<file path="config.mk">
export PLATFORM = sky130hd
export DESIGN_NAME = lcd_instr_decoder
export DESIGN_NICKNAME = d
export VERILOG_FILES = /design/src/include/lcd_dec_pkg.sv /design/src/verilog/exec_timer.sv /design/src/verilog/axil_port.sv /design/src/verilog/lcd_instr_decoder.sv
export VERILOG_INCLUDE_DIRS = /design/src /design/src/include
export SDC_FILE = /design/constraint.sdc
export NUM_CORES = 1
export LEC_CHECK = 0
export ABC_AREA = 1
export ABC_CLOCK_PERIOD_IN_PS = 1800
export BUFFER_PORTS_ARGS = -buffer_cell sky130_fd_sc_hd__buf_2
export CAP_MARGIN = 10
export CORE_MARGIN = 10
export CORE_UTILIZATION = 49
export DETAILED_ROUTE_END_ITERATION = 10
export PLACE_DENSITY = 0.77
export SLEW_MARGIN = 20
export SYNTH_ARGS = -nofsm -noshare
export SYNTH_HDL_FRONTEND = slang
export SYNTH_SLANG_ARGS = --single-unit
export TNS_END_PERCENT = 5
</file>
<file path="constraint.sdc">
create_clock -name clk_sys -period 1.8 [get_ports clk_sys]
set_input_delay 0.36 -clock clk_sys [delete_from_list [all_inputs] [get_ports clk_sys]]
set_output_delay 0.36 -clock clk_sys [all_outputs]
set_load 0.005 [all_outputs]
</file>
<file path="src/include/lcd_dec_consts.svh">
// Register offsets, field positions, reset values and timing figures of the decoder
`ifndef LCD_DEC_CONSTS_SVH
`define LCD_DEC_CONSTS_SVH
// =====================================================
// Register offsets (byte addresses)
`define OFS_INSTR 8'h00
`define OFS_STATUS 8'h04
`define OFS_MODE 8'h08
`define OFS_ACCESS 8'h0c
`define OFS_REFUSED 8'h10
// =====================================================
// Field positions
`define ST_BUSY_BIT 7
`define MD_ENTRY_INC 0
`define MD_ENTRY_SHIFT 1
`define MD_DISP_ON 2
`define MD_CURSOR_ON 3
`define MD_BLINK_ON 4
`define MD_BUS_8BIT 5
`define MD_EXT_GROUP 6
`define MD_SCROLL_SEL 7
`define MD_SLEEP_EXIT 8
`define MD_GRAPHIC_ON 9
`define MD_STANDBY 10
`define MD_REV_LO 12
`define MD_REV_HI 15
`define MD_SHIFT_LO 16
`define MD_SHIFT_HI 23
// =====================================================
// Reset values and codes
`define AC_RST 7'h00
`define SHIFT_RST 8'h00
`define REV_RST 4'h0
`define SPACE_CODE 8'h20
`define AXI_OKAY 2'b00
`define AXI_SLVERR 2'b10
// =====================================================
// Timing
`define CLK_PERIOD_NS 10
`define T_CLEAR_NS 1600000
`define T_EXEC_NS 72000
`endif

</file>
<file path="src/include/lcd_dec_pkg.sv">
// Types shared by the instruction decoder files
package lcd_dec_pkg;
	typedef enum logic {
		GRP_BASIC = 1'b0,
		GRP_EXT = 1'b1
	} group_t;
	typedef enum logic [1:0] {
		TMR_IDLE = 2'b00,
		TMR_RUN = 2'b01
	} tmr_state_t;
endpackage : lcd_dec_pkg

</file>
<file path="src/verilog/exec_timer.sv">
// Execution timer that holds busy for the length of one instruction
`include "lcd_dec_consts.svh"
module exec_timer #(
	parameter int LONG_CYC = 160000,
	parameter int SHORT_CYC = 7200
) (
	input wire logic clk_sys,
	input wire logic rst_n,
	input wire logic start,
	input wire logic long_sel,
	output logic busy
);
	import lcd_dec_pkg::*;
	localparam int CW = $clog2(LONG_CYC + 1);

	generate
		if (SHORT_CYC < 1 || LONG_CYC < SHORT_CYC) begin : g_bad
			$error("exec_timer: counts must be >= 1 and long >= short");
		end
	endgenerate

	tmr_state_t state_r;
	logic [CW-1:0] cnt_r;
	wire cnt_zero = (cnt_r == '0);
	wire [CW-1:0] load_val = long_sel ? CW'(LONG_CYC - 1) : CW'(SHORT_CYC - 1);

	assign busy = (state_r == TMR_RUN);

	always_ff @(posedge clk_sys or negedge rst_n) begin
		if (!rst_n) begin
			state_r <= TMR_IDLE;
			cnt_r <= '0;
		end else begin
			case (state_r)
				TMR_IDLE: begin
					if (start) begin
						state_r <= TMR_RUN;
						cnt_r <= load_val;
					end
				end
				TMR_RUN: begin
					if (cnt_zero) begin
						state_r <= TMR_IDLE;
					end else begin
						cnt_r <= cnt_r - 1'b1;
					end
				end
				default: begin
					state_r <= TMR_IDLE;
				end
			endcase
		end
	end
endmodule : exec_timer

</file>
<file path="src/verilog/axil_port.sv">
// AXI4-Lite slave front end: one write and one read under way at a time
`include "lcd_dec_consts.svh"
module axil_port #(
	parameter int ADDR_W = 8
) (
	input wire logic clk_sys,
	input wire logic rst_n,
	input wire logic [ADDR_W-1:0] awaddr,
	input wire logic awvalid,
	output logic awready,
	input wire logic [31:0] wdata,
	input wire logic [3:0] wstrb,
	input wire logic wvalid,
	output logic wready,
	output logic [1:0] bresp,
	output logic bvalid,
	input wire logic bready,
	input wire logic [ADDR_W-1:0] araddr,
	input wire logic arvalid,
	output logic arready,
	output logic [31:0] rdata,
	output logic [1:0] rresp,
	output logic rvalid,
	input wire logic rready,
	output logic wr_en,
	output logic [ADDR_W-1:0] wr_addr,
	output logic [31:0] wr_data,
	input wire logic wr_ok,
	output logic [ADDR_W-1:0] rd_addr,
	input wire logic [31:0] rd_data,
	input wire logic rd_ok
);
	generate
		if (ADDR_W < 5) begin : g_bad
			$error("axil_port: address too narrow for the register map");
		end
	endgenerate

	logic aw_have_r, w_have_r;
	logic [ADDR_W-1:0] aw_addr_r;
	logic [31:0] w_data_r;
	logic w_lane0_r;

	assign awready = !aw_have_r && !bvalid;
	assign wready = !w_have_r && !bvalid;
	assign arready = !rvalid;
	// Both halves held and the previous response gone: perform the write
	wire do_write = aw_have_r && w_have_r && !bvalid;
	assign wr_en = do_write && w_lane0_r;
	assign wr_addr = aw_addr_r;
	assign wr_data = w_data_r;
	assign rd_addr = araddr;

	always_ff @(posedge clk_sys or negedge rst_n) begin
		if (!rst_n) begin
			aw_have_r <= 1'b0;
			aw_addr_r <= '0;
		end else if (awvalid && awready) begin
			aw_have_r <= 1'b1;
			aw_addr_r <= awaddr;
		end else if (do_write) begin
			aw_have_r <= 1'b0;
		end
	end

	always_ff @(posedge clk_sys or negedge rst_n) begin
		if (!rst_n) begin
			w_have_r <= 1'b0;
			w_data_r <= 32'h0000_0000;
			w_lane0_r <= 1'b0;
		end else if (wvalid && wready) begin
			w_have_r <= 1'b1;
			w_data_r <= wdata;
			w_lane0_r <= wstrb[0];
		end else if (do_write) begin
			w_have_r <= 1'b0;
		end
	end

	always_ff @(posedge clk_sys or negedge rst_n) begin
		if (!rst_n) begin
			bvalid <= 1'b0;
			bresp <= `AXI_OKAY;
		end else if (do_write) begin
			bvalid <= 1'b1;
			bresp <= wr_ok ? `AXI_OKAY : `AXI_SLVERR;
		end else if (bready) begin
			bvalid <= 1'b0;
		end
	end

	always_ff @(posedge clk_sys or negedge rst_n) begin
		if (!rst_n) begin
			rvalid <= 1'b0;
			rdata <= 32'h0000_0000;
			rresp <= `AXI_OKAY;
		end else if (arvalid && arready) begin
			rvalid <= 1'b1;
			rdata <= rd_ok ? rd_data : 32'h0000_0000;
			rresp <= rd_ok ? `AXI_OKAY : `AXI_SLVERR;
		end else if (rready) begin
			rvalid <= 1'b0;
		end
	end
endmodule : axil_port

</file>
<file path="src/verilog/lcd_instr_decoder.sv">
// Basic and extended instruction decoder of a character LCD controller
// Functional notes
// - Group flag stays latched until rewritten
// - Reset entry mode: increment, no shift
// - Reset display, cursor, blink all off
// - Reset: no cursor or display shift pending
// - Reset: 8-bit bus, basic group
// - Reset scroll-or-RAM select is zero
// - Reverse select zero; command toggles chosen line
// - Clear fills spaces, counter zero, increment
// - Home zeroes counter, keeps text RAM
// - Direction bit steps counter up or down
// - Shift bit shifts display each access
// - Display bit turns display on or off
// - Cursor bit shows or hides cursor
// - Blink bit blinks character at cursor
// - Shift command moves cursor or display
// - Width bit one selects 8-bit bus
// - Width bit zero selects 4-bit bus
// - Group bit picks extended or basic decoding
`include "lcd_dec_consts.svh"
module lcd_instr_decoder #(
	parameter int CLEAR_CYC = (`T_CLEAR_NS + `CLK_PERIOD_NS - 1) / `CLK_PERIOD_NS,
	parameter int EXEC_CYC = (`T_EXEC_NS + `CLK_PERIOD_NS - 1) / `CLK_PERIOD_NS
) (
	input wire logic clk_sys,
	input wire logic rst_n,
	input wire logic [7:0] awaddr,
	input wire logic awvalid,
	output logic awready,
	input wire logic [31:0] wdata,
	input wire logic [3:0] wstrb,
	input wire logic wvalid,
	output logic wready,
	output logic [1:0] bresp,
	output logic bvalid,
	input wire logic bready,
	input wire logic [7:0] araddr,
	input wire logic arvalid,
	output logic arready,
	output logic [31:0] rdata,
	output logic [1:0] rresp,
	output logic rvalid,
	input wire logic rready,
	output logic busy_indicator,
	output logic [6:0] address_counter,
	output lcd_dec_pkg::group_t extended_group_select,
	output logic bus_width_select,
	output logic display_on,
	output logic cursor_on,
	output logic blink_on,
	output logic entry_inc,
	output logic entry_shift,
	output logic scroll_or_ram_select,
	output logic sleep_exit,
	output logic graphic_on,
	output logic standby,
	output logic [3:0] reverse_lines,
	output logic [7:0] shift_pos,
	output logic clear_fill,
	output logic [7:0] fill_code
);
	import lcd_dec_pkg::*;

	// The clear check below watches busy for eight cycles, the second to the ninth after the command
	generate
		if (EXEC_CYC < 1 || CLEAR_CYC < 9) begin : g_bad
			$error("lcd_instr_decoder: clear must last 9 cycles or more, instructions 1");
		end
	endgenerate

	// =====================================================
	// Bus front end
	logic wr_en;
	logic [7:0] wr_addr, rd_addr;
	logic [31:0] wr_data, rd_data;
	logic wr_ok, rd_ok;

	axil_port #(.ADDR_W(8)) u_port (
		.clk_sys(clk_sys), .rst_n(rst_n),
		.awaddr(awaddr), .awvalid(awvalid), .awready(awready),
		.wdata(wdata), .wstrb(wstrb), .wvalid(wvalid), .wready(wready),
		.bresp(bresp), .bvalid(bvalid), .bready(bready),
		.araddr(araddr), .arvalid(arvalid), .arready(arready),
		.rdata(rdata), .rresp(rresp), .rvalid(rvalid), .rready(rready),
		.wr_en(wr_en), .wr_addr(wr_addr), .wr_data(wr_data), .wr_ok(wr_ok),
		.rd_addr(rd_addr), .rd_data(rd_data), .rd_ok(rd_ok)
	);

	// =====================================================
	// Decode
	logic busy;
	group_t group_r;
	logic [6:0] ac_r;
	logic [7:0] shift_r;
	logic [3:0] rev_r;
	logic inc_r, shf_r, dsp_r, cur_r, blk_r, w8_r, sr_r, awake_r, gfx_r, stby_r;
	logic refused_r;
	logic [7:0] last_code_r;

	wire [7:0] code = wr_data[7:0];
	wire instr_wr = wr_en && (wr_addr == `OFS_INSTR);
	wire access_wr = wr_en && (wr_addr == `OFS_ACCESS);
	wire refused_wr = wr_en && (wr_addr == `OFS_REFUSED);
	wire take = instr_wr && !busy;
	wire access_take = access_wr && !busy;
	wire take_b = take && (group_r == GRP_BASIC);
	wire take_e = take && (group_r == GRP_EXT);
	// Opcode classes, told apart by the position of the leading one
	wire op_b0 = (code == 8'h01);
	wire op_b1 = (code[7:1] == 7'h01);
	wire op_b2 = (code[7:2] == 6'h01);
	wire op_b3 = (code[7:3] == 5'h01);
	wire op_b4 = (code[7:4] == 4'h1);
	wire op_b5 = (code[7:5] == 3'h1);
	wire op_b6 = (code[7:6] == 2'h1);
	wire op_b7 = code[7];
	wire do_clear = take_b && op_b0;
	wire do_home = take_b && op_b1;
	wire do_cshift = take_b && op_b4;
	wire [6:0] ac_up = ac_r + 7'h01;
	wire [6:0] ac_dn = ac_r - 7'h01;
	wire [7:0] sh_left = shift_r + 8'h01;
	wire [7:0] sh_right = shift_r - 8'h01;

	assign wr_ok = (wr_addr == `OFS_INSTR) || (wr_addr == `OFS_ACCESS)
		|| (wr_addr == `OFS_REFUSED) || (wr_addr == `OFS_STATUS) || (wr_addr == `OFS_MODE);
	// Same map on the read side; anything else answers with an error
	wire wr_ok_rd = (rd_addr == `OFS_INSTR) || (rd_addr == `OFS_ACCESS)
		|| (rd_addr == `OFS_REFUSED) || (rd_addr == `OFS_STATUS) || (rd_addr == `OFS_MODE);
	assign rd_ok = wr_ok_rd;

	// =====================================================
	// Next values
	wire [6:0] ac_nxt =
		(do_clear || do_home) ? `AC_RST :
		(do_cshift && !code[3]) ? (code[2] ? ac_up : ac_dn) :
		((take_b && (op_b6 || op_b7)) || (take_e && op_b6)) ? {1'b0, code[5:0]} :
		access_take ? (inc_r ? ac_up : ac_dn) :
		ac_r;
	wire [7:0] shift_nxt =
		(do_clear || do_home) ? `SHIFT_RST :
		(do_cshift && code[3]) ? (code[2] ? sh_right : sh_left) :
		(access_take && shf_r) ? (inc_r ? sh_left : sh_right) :
		shift_r;
	wire inc_nxt = do_clear ? 1'b1 : (take_b && op_b2) ? code[1] : inc_r;
	wire shf_nxt = (take_b && op_b2) ? code[0] : shf_r;
	wire dsp_nxt = (take_b && op_b3) ? code[2] : dsp_r;
	wire cur_nxt = (take_b && op_b3) ? code[1] : cur_r;
	wire blk_nxt = (take_b && op_b3) ? code[0] : blk_r;
	wire w8_nxt = (take && op_b5) ? code[4] : w8_r;
	wire grp_is_ext = (take && op_b5) ? code[2] : (group_r == GRP_EXT);
	wire gfx_nxt = (take_e && op_b5) ? code[1] : gfx_r;
	wire sr_nxt = (take_e && op_b1) ? code[0] : sr_r;
	wire [3:0] rev_nxt = (take_e && op_b2) ? (rev_r ^ (4'h1 << code[1:0])) : rev_r;
	wire awake_nxt = (take_e && op_b3) ? code[2] : awake_r;
	wire stby_nxt = take ? (take_e && op_b0) : stby_r;
	// A refusal on the same edge as a software clear keeps the flag set
	wire refused_nxt = ((instr_wr || access_wr) && busy) ? 1'b1 :
		(refused_wr && wr_data[0]) ? 1'b0 : refused_r;

	// =====================================================
	// State registers
	always_ff @(posedge clk_sys or negedge rst_n) begin
		if (!rst_n) begin
			ac_r <= `AC_RST;
			shift_r <= `SHIFT_RST;
			inc_r <= 1'b1;
			shf_r <= 1'b0;
			{dsp_r, cur_r, blk_r} <= 3'h0;
			w8_r <= 1'b1;
			group_r <= GRP_BASIC;
			sr_r <= 1'b0;
			rev_r <= `REV_RST;
			awake_r <= 1'b1;
			gfx_r <= 1'b0;
			stby_r <= 1'b0;
			refused_r <= 1'b0;
			last_code_r <= 8'h00;
			clear_fill <= 1'b0;
		end else begin
			ac_r <= ac_nxt;
			shift_r <= shift_nxt;
			inc_r <= inc_nxt;
			shf_r <= shf_nxt;
			{dsp_r, cur_r, blk_r} <= {dsp_nxt, cur_nxt, blk_nxt};
			w8_r <= w8_nxt;
			group_r <= grp_is_ext ? GRP_EXT : GRP_BASIC;
			sr_r <= sr_nxt;
			rev_r <= rev_nxt;
			awake_r <= awake_nxt;
			gfx_r <= gfx_nxt;
			stby_r <= stby_nxt;
			refused_r <= refused_nxt;
			last_code_r <= take ? code : last_code_r;
			clear_fill <= do_clear;
		end
	end

	// Clear runs the long count, every other taken write the short one
	exec_timer #(.LONG_CYC(CLEAR_CYC), .SHORT_CYC(EXEC_CYC)) u_timer (
		.clk_sys(clk_sys), .rst_n(rst_n),
		.start(take || access_take), .long_sel(do_clear), .busy(busy)
	);

	// =====================================================
	// Outputs and read data
	assign busy_indicator = busy;
	assign address_counter = ac_r;
	assign extended_group_select = group_r;
	assign bus_width_select = w8_r;
	assign {display_on, cursor_on, blink_on} = {dsp_r, cur_r, blk_r};
	assign {entry_inc, entry_shift} = {inc_r, shf_r};
	assign scroll_or_ram_select = sr_r;
	assign sleep_exit = awake_r;
	assign graphic_on = gfx_r;
	assign standby = stby_r;
	assign reverse_lines = rev_r;
	assign shift_pos = shift_r;
	assign fill_code = `SPACE_CODE;

	wire [31:0] mode_word = {8'h00, shift_r, rev_r, 1'b0, stby_r, gfx_r, awake_r, sr_r,
		group_r == GRP_EXT, w8_r, blk_r, cur_r, dsp_r, shf_r, inc_r};
	wire [31:0] status_word = {24'h0, busy, ac_r};
	assign rd_data = (rd_addr == `OFS_STATUS) ? status_word :
		(rd_addr == `OFS_MODE) ? mode_word :
		(rd_addr == `OFS_REFUSED) ? {31'h0, refused_r} :
		(rd_addr == `OFS_INSTR) ? {24'h0, last_code_r} : 32'h0000_0000;

	// =====================================================
	// Assertions
	logic first_r;
	always_ff @(posedge clk_sys or negedge rst_n) begin
		if (!rst_n) first_r <= 1'b1;
		else first_r <= 1'b0;
	end

	// Cycles of busy since it last rose, to bound its length
	logic [31:0] busy_len_r;
	always_ff @(posedge clk_sys or negedge rst_n) begin
		if (!rst_n) begin
			busy_len_r <= 32'h0000_0000;
		end else if (busy) begin
			busy_len_r <= busy_len_r + 32'h0000_0001;
		end else begin
			busy_len_r <= 32'h0000_0000;
		end
	end
endmodule : lcd_instr_decoder

</file>
==> results list <==
* Number of top-level design ports: between 100 and 150
- The final-report hold violation count is 0.
- Cell variety after synth: 42
- In this run the tightest slew margin relative to its limit is 0.633.
- The worst setup path is captured at a register.
- Top achievable clock speed: 553 MHz
- For this run, the register share of the synthesized area comes to 0.440.
- The tool flagged a number of max-cap violations equal to 0.
- The clock reaches the later pin of the worst-skew pair after 0.37 ns.
* Width of the chip: 130 microns
* Clock buffer depth: 2
* Commonest cells after routing, fill and taps aside: nand2_1, dfrtp_1, buf_2
- Multi-input gate area in the final layout: 2970 sq um
- Vias: 5,792
* Fin nets: 1,009
- Dividing the final minimum period by the clock period gives 1.01.
- Crit-path cells: nor2_4, nand2_4, nor2_8, nand4_4, nor2_4, nand2_2, buf_6, o21ai_0, o21ai_1
- Post-layout total power: 9.21 mW
- Starting utilization of the core area: 0.499
* Post-Synthesis Cells: 783
* Number of max-slew violations in the final report: 0
- Signal routing reaches up to met4.
- Minimum period implied by the final worst setup slack: 1.81 ns
- At the worst endpoint, the arrival time is 2.05 ns.
* CTS Sinks: 105
- Static leakage power: between 3 and 4 nW
- CTS built an H-tree with a depth of 3.
- Once detail routing completed, the nets flagged for antenna violations numbered 0.
* Input/output buffers: 93
- Leading cell type in the layout, fill and taps excluded: nand2_1
- Worst Path Required: just over 2 ns
- Worst Path Class, Setup: reg -> reg
- Placement Rows: 40
- Area delta synth->final: 25.4%
* Synthesis warning total: 0
* Final setup violation count: 2
- After detailed routing, the total wire length is 16,700 microns.
- The first global-routing pass estimated between 20,000 and 30,000 microns of wire.
- Post-synthesis area per instance: 7.63 sq um
* Clock tree from TritonCTS: yes
* Diodes inserted: 0
* Path category of the worst min-delay check: in -> reg
* Share of layout cells above drive strength 1: 0.259
* Unrepaired setup endpoints after global routing: true
* Top cells by area in the synthesized netlist: dfrtp_1, nand2_1, nand3_1
* Die Footprint: 17,000 sq um
- Of all nets on the critical path, the largest fanout is 8.
- FF-to-FF path depth: 9
* Cell count after placement: around 1,100
* Met2 WL: 7590 microns
* Worst vdd ir: approximately 0.00079 V
- DRC violation total after the first TritonRoute iteration: 458
- Met1 wire length: 7620 microns
- Global route total overflow: 0
- The filler cells instantiated in the layout total 1,065.
* Vertical die dimension: 130 microns
* Clk slew on worst S/H paths: 0.07 ns
* Run status: complete, but fails checks
- Cells on Worst Hold Path: 2
* Detail Placement HPWL: between 10,000 and 15,000 microns
- Entering global routing, the biggest net connects 42 pins.
- Placer congestion estimate: 0.926
* Core area: 12,000 sq um
- Setup slack on the critical path of the routed design comes to -0.00952 ns.
- The largest single stage delay on the critical path is 0.41 ns.
- Of the post-synthesis cell area, the dominant cell type holds 0.427.
- Number of gates on the worst path with buffers counted: 9
- The biggest area contributor in the post-synthesis netlist is dfrtp_1.
- Total Routing Usage GR: 0.198
* Number of standard cells in the layout, taps in and fillers out: approximately 1,100
- Footprint of the flip-flops and latches: 2630 sq um
* CTS Root Buffer Type: clkbuf_16
- After detailed routing, the average wire length per cell comes to 15.2 microns.
* FF+latch count, synth: 105
- Iteration count of the initial detailed-routing pass: 5
- Number of remaining DRC errors: 0
* Met3 wire length: 1220 microns
* Slowest stage cell, crit path: dfrtp_1
- Cell area after technology mapping: 5970 sq um
* Final clock skew: 0.00646 ns
- Most prevalent standard cell on the critical path: nor2_4
* Largest delay share family, worst path: simple AND/OR/NAND/NOR gates
* Antenna violations before repair: 0
- At the pin with the least slew margin, the transition time is 0.549 ns.
- The checks that failed: setup timing.
* Vias per std cell: 5.28
* Power density of the placed cells: between 1000 and 1500 nW/um^2
- Number of buffers and inverters on the critical path: 1
- Cts bufs inserted: 9
- Number of global-route vias before repair: 5,473
- Category of the worst setup path launch point: register
-- synth_stat cells, drive strengths merged --
| library cell | count |
|---|---|
| nand2 | 198 |
| a22oi | 2 |
| dfrtp | 102 |
| xnor2 | 4 |
| o22ai | 3 |
| o21a | 2 |
| o31ai | 11 |
| or2 | 1 |
| clkinv | 3 |
| buf | 26 |
| xor2 | 22 |
| and2 | 1 |
| conb | 2 |
| nor4 | 1 |
| a31oi | 3 |
| dfstp | 3 |
| clkbuf | 16 |
| o211ai | 2 |
| a21o | 1 |
| nand3b | 1 |
| nand4 | 17 |
| nand3 | 81 |
| nor3 | 12 |
| a21oi | 29 |
| o21ai | 72 |
| inv | 72 |
| nor2 | 84 |
| ha | 5 |
| mux2 | 7 |
-- per-layer routing --
layer	GRT usage	vias up
li1	-	2858
met3	0.0483	20
met2	0.303	194
met5	0	-
met4	0.0661	0
met1	0.271	2720
-- what timing repair did --
action / in CTS / in global routing
setup buffers: 0 / 4
hold buffers: 1 / 0
setup endpoints to repair: 23 / 33
gates resized for setup: 5 / 31
endpoints found under the hold margin: 26 / 0
pin swaps: 3 / 8
-- cell families after synthesis --
kind of cell / Yosys count / synth area share
fa+ha+maj: 5 / 0.0105
buf+inv: 117 / 0.0871
simple gates: 396 / 0.296
compound gates: 125 / 0.114
mux: 7 / 0.0132
other cells: 2 / 0.00126
flops: 105 / 0.440
xor+xnor: 26 / 0.0381
-- final timing paths --
check | from | endpoint | slack, ns
worst max-delay path | u_port.wr_addr[7] | shift_pos[1] | -0.01
worst min-delay path | bready | u_port.bvalid | 0.17
worst max register to register | u_port.wr_addr[7] | shift_pos[1] | -0.01
worst min register to register | u_port.rdata[4] | u_port.rdata[4] | 0.48
max in group asynchronous | rst_n | sleep_exit | 0.72
min in group asynchronous | rst_n | u_port.bresp[1] | 0.48
-- flip-flops by register name, summed over array words and instances (netlist names), 4 cells and up --
signal / cells
u_port.rdata: 23
u_timer.cnt_r: 18
last_code_r: 8
shift_pos: 8
u_port.wr_addr: 8
u_port.wr_data: 8
address_counter: 7
reverse_lines: 4
-- area by class of cell --
class | count | share of cell area
Multi-Input combinational cell | 578 | 0.397
Inverter | 75 | 0.0376
Clock buffer | 11 | 0.0337
Sequential cell | 105 | 0.351
Tap cell | 147 | 0.0245
Clock inverter | 5 | 0.00534
Timing Repair Buffer | 176 | 0.151
-- power by group --
| part | internal [mW] | switching, mW | total, mW |
|---|---|---|---|
| clock network | 1.02 | 0.917 | 1.94 |
| registers | 2.81 | 0.442 | 3.25 |
| logic | 1.66 | 2.36 | 4.02 |
-- through the flow --
step	TNS, ns	cell area, sq um	utilization	hold slack [ns]	setup WS (ns)
after floorplan	0	6040	-	0.0644	0.113
after global placement	-0.00504	7060	0.590	0.311	-0.00504
after detailed placement	-0.223	7060	0.590	0.313	-0.0296
after CTS	-0.00340	7380	0.617	0.167	-0.00340
after global routing	-1.70	7490	0.626	0.164	-0.110
final	-0.0172	7490	0.626	0.173	-0.00952
Note: power is estimated with default switching activity, not from simulation.
